`src/design/mps_pkg.sv`:
```
// Purpose: Shared constants for the multiport switch
// Assumes: Three masters, three slaves, 32-bit paths
// Notes: Address windows are plain defaults
package mps_pkg;
	localparam int NUM_MASTERS = 3;
	localparam int NUM_SLAVES = 3;
	localparam int ADDR_W = 32;
	localparam int DATA_W = 32;
	localparam int PRIO_W = 2;
	localparam int ID_W = 2;
	// Master identifiers
	localparam logic [ID_W-1:0] M_IFETCH = 2'h0;
	localparam logic [ID_W-1:0] M_LDST = 2'h1;
	localparam logic [ID_W-1:0] M_DMA = 2'h2;
	// Slave identifiers
	localparam logic [ID_W-1:0] S_FLASH = 2'h0;
	localparam logic [ID_W-1:0] S_SRAM = 2'h1;
	localparam logic [ID_W-1:0] S_BRIDGE = 2'h2;
	localparam logic [ID_W-1:0] S_NONE = 2'h3;
	// Decode on top address nibble
	localparam logic [3:0] FLASH_REGION = 4'h0;
	localparam logic [3:0] SRAM_REGION = 4'h4;
	localparam logic [3:0] BRIDGE_REGION = 4'hC;
	// Default fixed priorities, higher wins
	localparam logic [PRIO_W-1:0] PRIO_IFETCH = 2'h1;
	localparam logic [PRIO_W-1:0] PRIO_LDST = 2'h1;
	localparam logic [PRIO_W-1:0] PRIO_DMA = 2'h0;
	localparam logic [PRIO_W-1:0] PRIO_ELEVATED = 2'h3;
	localparam logic [ID_W-1:0] LAST_RESET = 2'h2;
endpackage : mps_pkg

```
`src/design/mps_decode.sv`:
```
// Purpose: Address to slave port decoder
// Assumes: Region in top address nibble
// Notes: Unmapped addresses select no slave
`timescale 1ns/1ps
`default_nettype none
module mps_decode (
	input wire logic [mps_pkg::ADDR_W-1:0] addr_in,
	output logic [mps_pkg::ID_W-1:0] slave_out
);
	import mps_pkg::*;
	always_comb begin
		if (addr_in[31:28] == FLASH_REGION) begin
			slave_out = S_FLASH;
		end else if (addr_in[31:28] == SRAM_REGION) begin
			slave_out = S_SRAM;
		end else if (addr_in[31:28] == BRIDGE_REGION) begin
			slave_out = S_BRIDGE;
		end else begin
			slave_out = S_NONE;
		end
	end
endmodule : mps_decode
`default_nettype wire

```
`src/design/mps_slave_arb.sv`:
```
// Purpose: Arbiter owning one slave port
// Assumes: Requests held until the transfer completes
// Notes: Owner kept until its request drops, with or without done
`timescale 1ns/1ps
`default_nettype none
module mps_slave_arb (
	input wire logic clock_in,
	input wire logic rst_in,
	input wire logic [mps_pkg::NUM_MASTERS-1:0] req_in,
	input wire logic [mps_pkg::NUM_MASTERS*mps_pkg::PRIO_W-1:0] prio_in,
	input wire logic [mps_pkg::NUM_MASTERS-1:0] block_in,
	input wire logic done_in,
	output logic busy_out,
	output logic [mps_pkg::ID_W-1:0] owner_out
);
	import mps_pkg::*;
	logic busy_reg;
	logic [ID_W-1:0] owner_reg;
	logic [ID_W-1:0] last_reg;
	logic [NUM_MASTERS-1:0] elig;
	logic pick_valid;
	logic [ID_W-1:0] pick;
	logic [PRIO_W-1:0] best_prio;
	logic [NUM_MASTERS-1:0] beaten;

	function automatic logic [ID_W-1:0] next_id(input logic [ID_W-1:0] id,
		input int step);
		int v;
		v = (int'(id) + step) % NUM_MASTERS;
		return v[ID_W-1:0];
	endfunction : next_id

	assign elig = req_in & ~block_in;

	// Highest priority first, ties after last grant
	always_comb begin
		logic [ID_W-1:0] c;
		logic [PRIO_W-1:0] p;
		c = '0;
		p = '0;
		pick_valid = 1'b0;
		pick = '0;
		best_prio = '0;
		for (int k = 1; k <= NUM_MASTERS; k++) begin
			c = next_id(last_reg, k); // RQ6
			p = prio_in[c*PRIO_W +: PRIO_W];
			if (elig[c] && (!pick_valid || p > best_prio)) begin // RQ4 RQ9
				pick_valid = 1'b1;
				pick = c;
				best_prio = p;
			end
		end
	end

	// Any eligible master above the chosen level
	always_comb begin
		for (int k = 0; k < NUM_MASTERS; k++) begin
			beaten[k] = elig[k] && prio_in[k*PRIO_W +: PRIO_W] > best_prio;
		end
	end

	// Ownership held, others stall until release
	always_ff @(posedge clock_in) begin
		if (rst_in) begin
			busy_reg <= 1'b0; // RQ11
			owner_reg <= '0;
			last_reg <= LAST_RESET;
		end else if (busy_reg) begin
			if (done_in && !req_in[owner_reg]) begin // RQ5
				busy_reg <= 1'b0;
			end else if (!req_in[owner_reg]) begin
				busy_reg <= 1'b0;
			end
		end else if (pick_valid) begin
			busy_reg <= 1'b1;
			owner_reg <= pick;
			last_reg <= pick; // RQ6
		end
	end

	assign busy_out = busy_reg;
	assign owner_out = owner_reg;

	a_free_after_reset: assert property (@(posedge clock_in) // RQ11
		rst_in |=> !busy_reg)
		else $error("slave port owned after reset");
	a_owner_requests: assert property (@(posedge clock_in) // RQ5
		disable iff (rst_in) busy_reg && req_in[owner_reg] |=>
		busy_reg && owner_reg == $past(owner_reg))
		else $error("ownership lost while owner still requesting");
	a_grant_highest: assert property (@(posedge clock_in) // RQ4
		disable iff (rst_in) !busy_reg && pick_valid |->
		elig[pick] && beaten == '0 ##1
		busy_reg && owner_reg == $past(pick))
		else $error("grant went to a lower priority master");
endmodule : mps_slave_arb
`default_nettype wire

```
`src/design/mps_multiport_switch.sv`:
```
// Purpose: Three master by three slave multiport switch
// Assumes: Masters hold request and address until ready
// Notes: Single clock, synchronous reset
// Operation
// RQ1: Three master and three slave ports with parallel distinct paths.
// RQ2: Every port carries 32-bit address and 32-bit data.
// RQ3: At most two transfers in flight, one an instruction fetch to flash.
// RQ4: Contending masters on one slave go to the higher priority one.
// RQ5: Losing masters stall until the owner finishes on that slave.
// RQ6: Equal priority masters rotate after the last granted identifier.
// RQ7: Masters are instruction fetch, load/store data and the DMA master.
// RQ8: Slaves are flash memory, on-chip SRAM and the peripheral bridge.
// RQ9: Each master port has its own fixed priority level.
// RQ10: A master's priority may be raised temporarily and then falls back.
// RQ11: Arbitration state is clocked and cleared by reset, no owner after.
// RQ12: Fixed priorities and the elevation source are parameters.
`timescale 1ns/1ps
`default_nettype none
module mps_multiport_switch #(
	parameter logic [mps_pkg::PRIO_W-1:0] PRIO_M0 = mps_pkg::PRIO_IFETCH,
	parameter logic [mps_pkg::PRIO_W-1:0] PRIO_M1 = mps_pkg::PRIO_LDST,
	parameter logic [mps_pkg::PRIO_W-1:0] PRIO_M2 = mps_pkg::PRIO_DMA,
	parameter bit ELEV_EXTERNAL = 1'b1
) (
	input wire logic clock_in,
	input wire logic rst_in,
	// Master requests: 0 fetch, 1 load/store, 2 DMA
	input wire logic [mps_pkg::NUM_MASTERS-1:0] m_req_in,
	input wire logic [mps_pkg::NUM_MASTERS-1:0] m_write_in,
	input wire logic [mps_pkg::NUM_MASTERS*mps_pkg::ADDR_W-1:0] m_addr_in,
	input wire logic [mps_pkg::NUM_MASTERS*mps_pkg::DATA_W-1:0] m_wdata_in,
	input wire logic [mps_pkg::NUM_MASTERS-1:0] m_elevate_in,
	output logic [mps_pkg::NUM_MASTERS-1:0] m_ready_out,
	output logic [mps_pkg::NUM_MASTERS-1:0] m_error_out,
	output logic [mps_pkg::NUM_MASTERS*mps_pkg::DATA_W-1:0] m_rdata_out,
	// Slave ports: 0 flash, 1 SRAM, 2 peripheral bridge
	output logic [mps_pkg::NUM_SLAVES-1:0] s_sel_out,
	output logic [mps_pkg::NUM_SLAVES-1:0] s_write_out,
	output logic [mps_pkg::NUM_SLAVES*mps_pkg::ADDR_W-1:0] s_addr_out,
	output logic [mps_pkg::NUM_SLAVES*mps_pkg::DATA_W-1:0] s_wdata_out,
	input wire logic [mps_pkg::NUM_SLAVES-1:0] s_ready_in,
	input wire logic [mps_pkg::NUM_SLAVES*mps_pkg::DATA_W-1:0] s_rdata_in
);
	import mps_pkg::*;

	logic [ID_W-1:0] m_target [NUM_MASTERS];
	logic [NUM_MASTERS*PRIO_W-1:0] prio_now;
	logic [NUM_SLAVES-1:0] s_busy;
	logic [ID_W-1:0] s_owner [NUM_SLAVES];
	logic [NUM_MASTERS-1:0] s_reqs [NUM_SLAVES];
	logic [NUM_MASTERS-1:0] s_block [NUM_SLAVES];
	logic [NUM_SLAVES-1:0] s_done;
	logic [NUM_MASTERS-1:0] ready_reg;
	logic [NUM_MASTERS-1:0] error_reg;
	logic [NUM_MASTERS*DATA_W-1:0] rdata_reg;
	logic [NUM_MASTERS-1:0] elev_reg;
	logic non_fetch_active;
	logic [ID_W-1:0] nf_slot;

	function automatic logic [PRIO_W-1:0] base_prio(input int m);
		if (m == int'(M_IFETCH)) begin
			return PRIO_M0;
		end else if (m == int'(M_LDST)) begin
			return PRIO_M1;
		end
		return PRIO_M2;
	endfunction : base_prio

	// Masters that would take the single non-fetch slot on slave s
	function automatic logic [NUM_MASTERS-1:0] nf_mask(input int s);
		logic [NUM_MASTERS-1:0] r;
		r = '1;
		if (s == int'(S_FLASH)) begin
			r[M_IFETCH] = 1'b0;
		end
		return r;
	endfunction : nf_mask

	// Elevation is registered so it ends cleanly on the next cycle
	always_ff @(posedge clock_in) begin
		if (rst_in) begin
			elev_reg <= '0;
		end else begin
			elev_reg <= ELEV_EXTERNAL ? m_elevate_in : '0; // RQ12
		end
	end

	// Fixed level per master, raised while elevated
	always_comb begin
		for (int m = 0; m < NUM_MASTERS; m++) begin
			prio_now[m*PRIO_W +: PRIO_W] = elev_reg[m] ?
				PRIO_ELEVATED : base_prio(m); // RQ9 RQ10
		end
	end

	genvar g;
	generate
		for (g = 0; g < NUM_MASTERS; g++) begin : g_dec
			mps_decode u_dec (
				.addr_in(m_addr_in[g*ADDR_W +: ADDR_W]),
				.slave_out(m_target[g])
			);
		end
	endgenerate

	// Only one non-fetch-to-flash transfer may own a port
	always_comb begin
		non_fetch_active = 1'b0;
		for (int s = 0; s < NUM_SLAVES; s++) begin
			if (s_busy[s] && !(s == int'(S_FLASH) &&
				s_owner[s] == M_IFETCH)) begin
				non_fetch_active = 1'b1;
			end
		end
	end

	always_comb begin
		for (int s = 0; s < NUM_SLAVES; s++) begin
			for (int m = 0; m < NUM_MASTERS; m++) begin
				s_reqs[s][m] = m_req_in[m] && m_target[m] == s[ID_W-1:0];
			end
			s_done[s] = s_busy[s] && s_ready_in[s] && !ready_reg[s_owner[s]];
		end
	end

	// Same-cycle requests on two free slaves would both win otherwise
	always_comb begin
		nf_slot = S_NONE;
		for (int s = NUM_SLAVES - 1; s >= 0; s--) begin
			if (!s_busy[s] && (s_reqs[s] & nf_mask(s)) != '0) begin
				nf_slot = s[ID_W-1:0];
			end
		end
		for (int s = 0; s < NUM_SLAVES; s++) begin
			s_block[s] = (non_fetch_active || nf_slot != s[ID_W-1:0]) ?
				nf_mask(s) : '0; // RQ3
		end
	end

	generate
		for (g = 0; g < NUM_SLAVES; g++) begin : g_arb
			mps_slave_arb u_arb (
				.clock_in(clock_in),
				.rst_in(rst_in),
				.req_in(s_reqs[g]),
				.prio_in(prio_now),
				.block_in(s_block[g]),
				.done_in(s_done[g]),
				.busy_out(s_busy[g]),
				.owner_out(s_owner[g])
			);
		end
	endgenerate

	// Route owner onto each slave port independently
	always_comb begin
		for (int s = 0; s < NUM_SLAVES; s++) begin
			s_sel_out[s] = s_busy[s] && m_req_in[s_owner[s]] &&
				!ready_reg[s_owner[s]]; // RQ1 RQ8
			s_write_out[s] = m_write_in[s_owner[s]];
			s_addr_out[s*ADDR_W +: ADDR_W] =
				m_addr_in[s_owner[s]*ADDR_W +: ADDR_W]; // RQ2
			s_wdata_out[s*DATA_W +: DATA_W] =
				m_wdata_in[s_owner[s]*DATA_W +: DATA_W];
		end
	end

	// Answers registered back to the owning master
	always_ff @(posedge clock_in) begin
		if (rst_in) begin
			ready_reg <= '0;
			error_reg <= '0;
			rdata_reg <= '0;
		end else begin
			ready_reg <= '0;
			error_reg <= '0;
			for (int m = 0; m < NUM_MASTERS; m++) begin
				if (m_req_in[m] && !ready_reg[m] && m_target[m] == S_NONE) begin
					ready_reg[m] <= 1'b1;
					error_reg[m] <= 1'b1;
				end
			end
			for (int s = 0; s < NUM_SLAVES; s++) begin
				if (s_done[s]) begin // RQ5
					ready_reg[s_owner[s]] <= 1'b1; // RQ7
					rdata_reg[s_owner[s]*DATA_W +: DATA_W] <=
						s_rdata_in[s*DATA_W +: DATA_W];
				end
			end
		end
	end

	assign m_ready_out = ready_reg;
	assign m_error_out = error_reg;
	assign m_rdata_out = rdata_reg;

	a_two_in_flight: assert property (@(posedge clock_in) // RQ3
		disable iff (rst_in) $countones(s_busy) == 2 |->
		s_busy[S_FLASH] && s_owner[S_FLASH] == M_IFETCH)
		else $error("second transfer is not a flash fetch");
	a_max_two_busy: assert property (@(posedge clock_in) // RQ3
		disable iff (rst_in) $countones(s_busy) <= 2)
		else $error("more than two transfers in flight");
	a_elev_ends: assert property (@(posedge clock_in) // RQ10
		disable iff (rst_in) !m_elevate_in[M_DMA] |=>
		prio_now[M_DMA*PRIO_W +: PRIO_W] == PRIO_M2)
		else $error("elevated priority did not fall back");
	a_sel_by_owner: assert property (@(posedge clock_in) // RQ1
		disable iff (rst_in) s_sel_out[S_SRAM] |->
		m_target[s_owner[S_SRAM]] == S_SRAM)
		else $error("slave selected for foreign master");
	a_done_ready: assert property (@(posedge clock_in) // RQ5
		disable iff (rst_in) s_done[S_SRAM] |=> m_ready_out[$past(s_owner[S_SRAM])])
		else $error("owner not answered after slave ready");
endmodule : mps_multiport_switch
`default_nettype wire

```
`config.mk`:
```
export PLATFORM = sky130hd
export DESIGN_NAME = mps_multiport_switch
export DESIGN_NICKNAME = d
export VERILOG_FILES = /design/src/design/mps_pkg.sv /design/src/design/mps_decode.sv /design/src/design/mps_slave_arb.sv /design/src/design/mps_multiport_switch.sv
export SDC_FILE = /design/constraint.sdc
export NUM_CORES = 1
export LEC_CHECK = 0
export BUFFER_PORTS_ARGS = -buffer_cell sky130_fd_sc_hd__buf_2
export CORE_AREA = 3 3 232 234
export DETAILED_ROUTE_END_ITERATION = 7
export DIE_AREA = 0 0 235 237
export PLACE_DENSITY = 0.46
export SETUP_SLACK_MARGIN = 0.2
export SLEW_MARGIN = 20
export SYNTH_ARGS = -nofsm -noshare
export SYNTH_HDL_FRONTEND = slang
export SYNTH_SLANG_ARGS = --single-unit
```
`constraint.sdc`:
```
create_clock -name clock_in -period 6.04 [get_ports clock_in]
set_input_delay 0.604 -clock clock_in [delete_from_list [all_inputs] [get_ports clock_in]]
set_output_delay 0.604 -clock clock_in [all_outputs]
set_load 0.05 [all_outputs]
```
==> results_tabular.tex <==
\begin{tabular}{lr}
\hline
Metric & Value \\
\hline
\multicolumn{2}{l}{\textbf{Global route}} \\
Antenna violations before repair & 34 \\
Maximum number of pins on one net before global-route repair & 74 \\
First-pass GRT wire length & 108 mm \\
GRT Resource Usage Total & 25.7\% \\
Total congestion overflow & 0 \\
Number of global-route vias before repair & 15.3k \\
\multicolumn{2}{l}{\textbf{Pwr}} \\
Total power per unit cell area & 217 nW/um\^{}2 \\
Standby leakage power & 7.25 nW \\
Worst voltage drop across the vdd grid & 0.000244 V \\
\multicolumn{2}{l}{\textbf{Setup path}} \\
Top Family by Delay on Critical Path & compound AO/OA/AOI/OAI gates \\
Startpoint-to-endpoint class of the critical path & register to register \\
Combined buffer and inverter count along the critical path & 1 \\
Crit-path max cell delay & 0.38 ns \\
Sequence of cells on the critical path & inv\_1, ha\_1, nand2\_1, a211oi\_4, nand4\_1, nor2\_1, o21ai\_0, ha\_1, nor2b\_1, a2bb2oi\_1, o21ai\_0, nor2\_1, o21ba\_2, mux2\_2, ha\_1, nor2b\_1, o21a\_1, a311o\_1, o211ai\_1, o21ai\_0, o311a\_1, o21ai\_0 \\
CP dominant cell by count & sky130\_fd\_sc\_hd\_\_o21ai\_0 \\
Slowest library cell on the worst path & sky130\_fd\_sc\_hd\_\_ha\_1 \\
Required time of the worst setup path & 6.41 ns \\
Arrival time at the worst endpoint & 5.73 ns \\
Type of element launching the critical path & register \\
Critical path endpoint category & register \\
Critical-path maximum fanout & 7 \\
\multicolumn{2}{l}{\textbf{Clocking}} \\
TritonCTS Buffers & 17 \\
Root Buffer Master & sky130\_fd\_sc\_hd\_\_clkbuf\_16 \\
Num Clock Sinks & 117 \\
Number of buffers added for setup after CTS & 0 \\
Max H-tree Level & 4 \\
Clock transition at the register clock pins on the worst setup and hold paths after CTS & 0.06 ns \\
CTS tree & done \\
Clock Tree Buf Depth & 2 \\
Clock network latency to the later pin of the worst-skew pair & 0.45 ns \\
\multicolumn{2}{l}{\textbf{Final layout}} \\
Final \#Nets & 2510 \\
Area used by multi-input combinational logic & 9130 um\^{}2 \\
Cell Count, Final, Fillers Out & 2890 \\
Number of fillers in the final layout & 5628 \\
Post-route cell area & 16600 um\^{}2 \\
Share of layout cells above drive strength 1 & 35.3\% \\
Combined flip-flop and latch cell area & 2360 um\^{}2 \\
Area growth syn-to-layout & 35.7\% \\
Largest register FFs & 96 \\
\multicolumn{2}{l}{\textbf{Timing}} \\
Final setup skew & 0.0160 ns \\
Number of endpoints failing setup at the final stage & 0 \\
Highest Clock Rate & 187 MHz \\
Final min period & 5.36 ns \\
Crit path setup slack, layout & 0.681 ns \\
Setup repair after global routing missed its margin & false \\
Share of the clock period used by the worst path after layout & 88.7\% \\
Final hold violations & 0 \\
Final slew viol count & 0 \\
Actual transition at the worst max-transition pin & 1.04 ns \\
Relative max-transition margin & 31.0\% \\
Final total negative setup slack & 0 ns \\
\multicolumn{2}{l}{\textbf{Route}} \\
Vias after detailed routing & 15.8k \\
Wire length per cell & 26.3 um \\
Antenna Nets Post-Route & 0 \\
Via-to-Cell Ratio & 5.47 \\
DRC violation count after routing & 0 \\
Violation count after the first detailed-routing iteration & 1210 \\
DRT Pass-1 Iters & 5 \\
Final Routed Wirelength & 76.1 mm \\
\multicolumn{2}{l}{\textbf{Placement}} \\
Count of input and output buffers & 601 \\
Instance area after placement & 15900 um\^{}2 \\
Last weighted congestion value of the routability-driven placer & 1.01 \\
Worst slack, placed & 0.276 ns \\
Inst Count DP & 2841 \\
Estimated wirelength of the detail-placed design & 57.1 mm \\
\multicolumn{2}{l}{\textbf{Synth}} \\
Proportion of synthesized chip area in sequential cells & 19.1\% \\
Proportion of register bits with asynchronous set or reset after synthesis & 0\% \\
Area contributors post-synth & sky130\_fd\_sc\_hd\_\_dfxtp\_1, sky130\_fd\_sc\_hd\_\_mux2i\_1, sky130\_fd\_sc\_hd\_\_o21ai\_0, sky130\_fd\_sc\_hd\_\_nand2\_1, sky130\_fd\_sc\_hd\_\_a21oi\_1 \\
Cell area after synthesis & 12300 um\^{}2 \\
Warnings, synthesis & 0 \\
Most instantiated flip-flop cell in the synthesis netlist & sky130\_fd\_sc\_hd\_\_dfxtp\_1 \\
Number of flip-flops and latches in the synthesized netlist & 117 \\
Unique cell type count in the Yosys netlist & 75 \\
Share of Yosys cell area claimed by the top area cell type & 19.1\% \\
Synthesized net count & 2006 \\
Per-instance average area after synthesis & 7.35 um\^{}2 \\
Number of enable-type register cells in the synthesized netlist & 0 \\
Post-synthesis cell count & 1668 \\
Cell accounting for the most synthesized area & sky130\_fd\_sc\_hd\_\_dfxtp\_1 \\
\multicolumn{2}{l}{\textbf{Floorplanning}} \\
Starting density of the core & 23.5\% \\
Core outline area & 52200 um\^{}2 \\
Area enclosed by the die boundary & 55700 um\^{}2 \\
Row count & 84 \\
Number of primary I/O pins & 602 \\
Vertical die dimension & 237 um \\
Width of the die & 235 um \\
\multicolumn{2}{l}{\textbf{Hold path}} \\
Class of the tightest hold or removal check & input port to register \\
\multicolumn{2}{l}{\textbf{Flow run}} \\
Max-cap violations & 0 \\
\multicolumn{2}{l}{\textbf{Run status}} \\
Status & complete, no violations \\
\hline
\end{tabular}
## stage by stage
step	utilization, %	power, mW	hold WS [ns]
floorplan	-	1.80	0.458
global placement	30.4	2.37	0.472
detailed placement	30.4	2.38	0.478
CTS	31.7	3.63	0.361
global route	31.8	3.72	0.380
finish	31.9	3.61	0.373
## layout by cell type (no fill, tap or decap), types with 36 or more instances in the layout
cell / n
sky130_fd_sc_hd__a22o_1: 65
sky130_fd_sc_hd__buf_2: 601
sky130_fd_sc_hd__nand3_1: 76
sky130_fd_sc_hd__a21oi_1: 127
sky130_fd_sc_hd__dfxtp_1: 111
sky130_fd_sc_hd__nand2_1: 293
sky130_fd_sc_hd__buf_4: 41
sky130_fd_sc_hd__o21ai_0: 222
sky130_fd_sc_hd__a21o_1: 66
sky130_fd_sc_hd__inv_1: 60
sky130_fd_sc_hd__ha_1: 36
sky130_fd_sc_hd__mux2i_1: 204
## where the power goes
group	internal, mW	switching [mW]	total [mW]
sequential	0.788	0.0178	0.806
combinational	0.376	1.18	1.55
clock	0.833	0.421	1.25
## area by class of cell
cell class / instances / share of cell area [%]
Sequential cell: 117 / 14.2
Tap cell: 688 / 5.17
Antenna cell: 18 / 0.271
Multi-Input combinational cell: 1334 / 54.9
Inverter: 60 / 1.35
Clock inverter: 10 / 1.28
Timing Repair Buffer: 642 / 19.9
Clock buffer: 21 / 2.95
## cell families (layout without fill, tap and decap cells)
logic type	count (synthesis)	count (layout)	synth area share, %
AO/OA/AOI/OAI	604	604	35.1
flip-flops	117	117	19.1
buffers and inverters	217	733	7.05
AND/OR/NAND/NOR	486	486	18.1
adder cells (fa/ha/maj)	37	37	3.76
other	0	18	0
multiplexers	207	207	17.0
## synthesized netlist by cell type (all sizes together), types with 4 or more instances
cell type and instances:
a221oi 32, o211ai 4, nand4b 6, a2111oi 4
nor3 13, nand4 4, a31oi 4, o22ai 4
nor2 33, nand3 76, a21o 66, or4b 4
clkbuf 112, and3 4, nor2b 17, nand2 295
o32ai 33, dfxtp 117, inv 60, a211oi 6
nor4b 4, o21a 5, buf 45, a21oi 129
ha 36, and2 7, mux2i 204, a22o 65
o21ai 223, nand3b 4
## layer usage
| metal | global-route usage [%] | vias to the layer above | routed length (um) |
|---|---|---|---|
| li1 | - | 7123 | - |
| met1 | 29.0 | 7659 | 28200 |
| met2 | 45.1 | 812 | 37000 |
| met3 | 6.48 | 170 | 6290 |
| met4 | 12.4 | 34 | 4420 |
| met5 | 0 | - | 219 |
## worst paths after layout
kind | endpoint | start | slack, ns | cells past startpoint
hold reg to reg | g_arb[0].u_arb.last_reg[1] | g_arb[0].u_arb.last_reg[1] | 0.49 | 2
setup reg to reg | g_arb[2].u_arb.last_reg[1] | g_arb[0].u_arb.owner_out[1] | 0.68 | 22
hold / removal | elev_reg[1] | m_elevate_in[1] | 0.37 | 2
setup / recovery | g_arb[2].u_arb.last_reg[1] | g_arb[0].u_arb.owner_out[1] | 0.68 | 22
## repair_timing
action                     CTS  global route
gates resized for setup      0             2
hold buffers                 0             0
setup endpoints to repair    0             3
hold endpoints to repair     0             0
No activity file was read; power rests on OpenSTA's default activity.
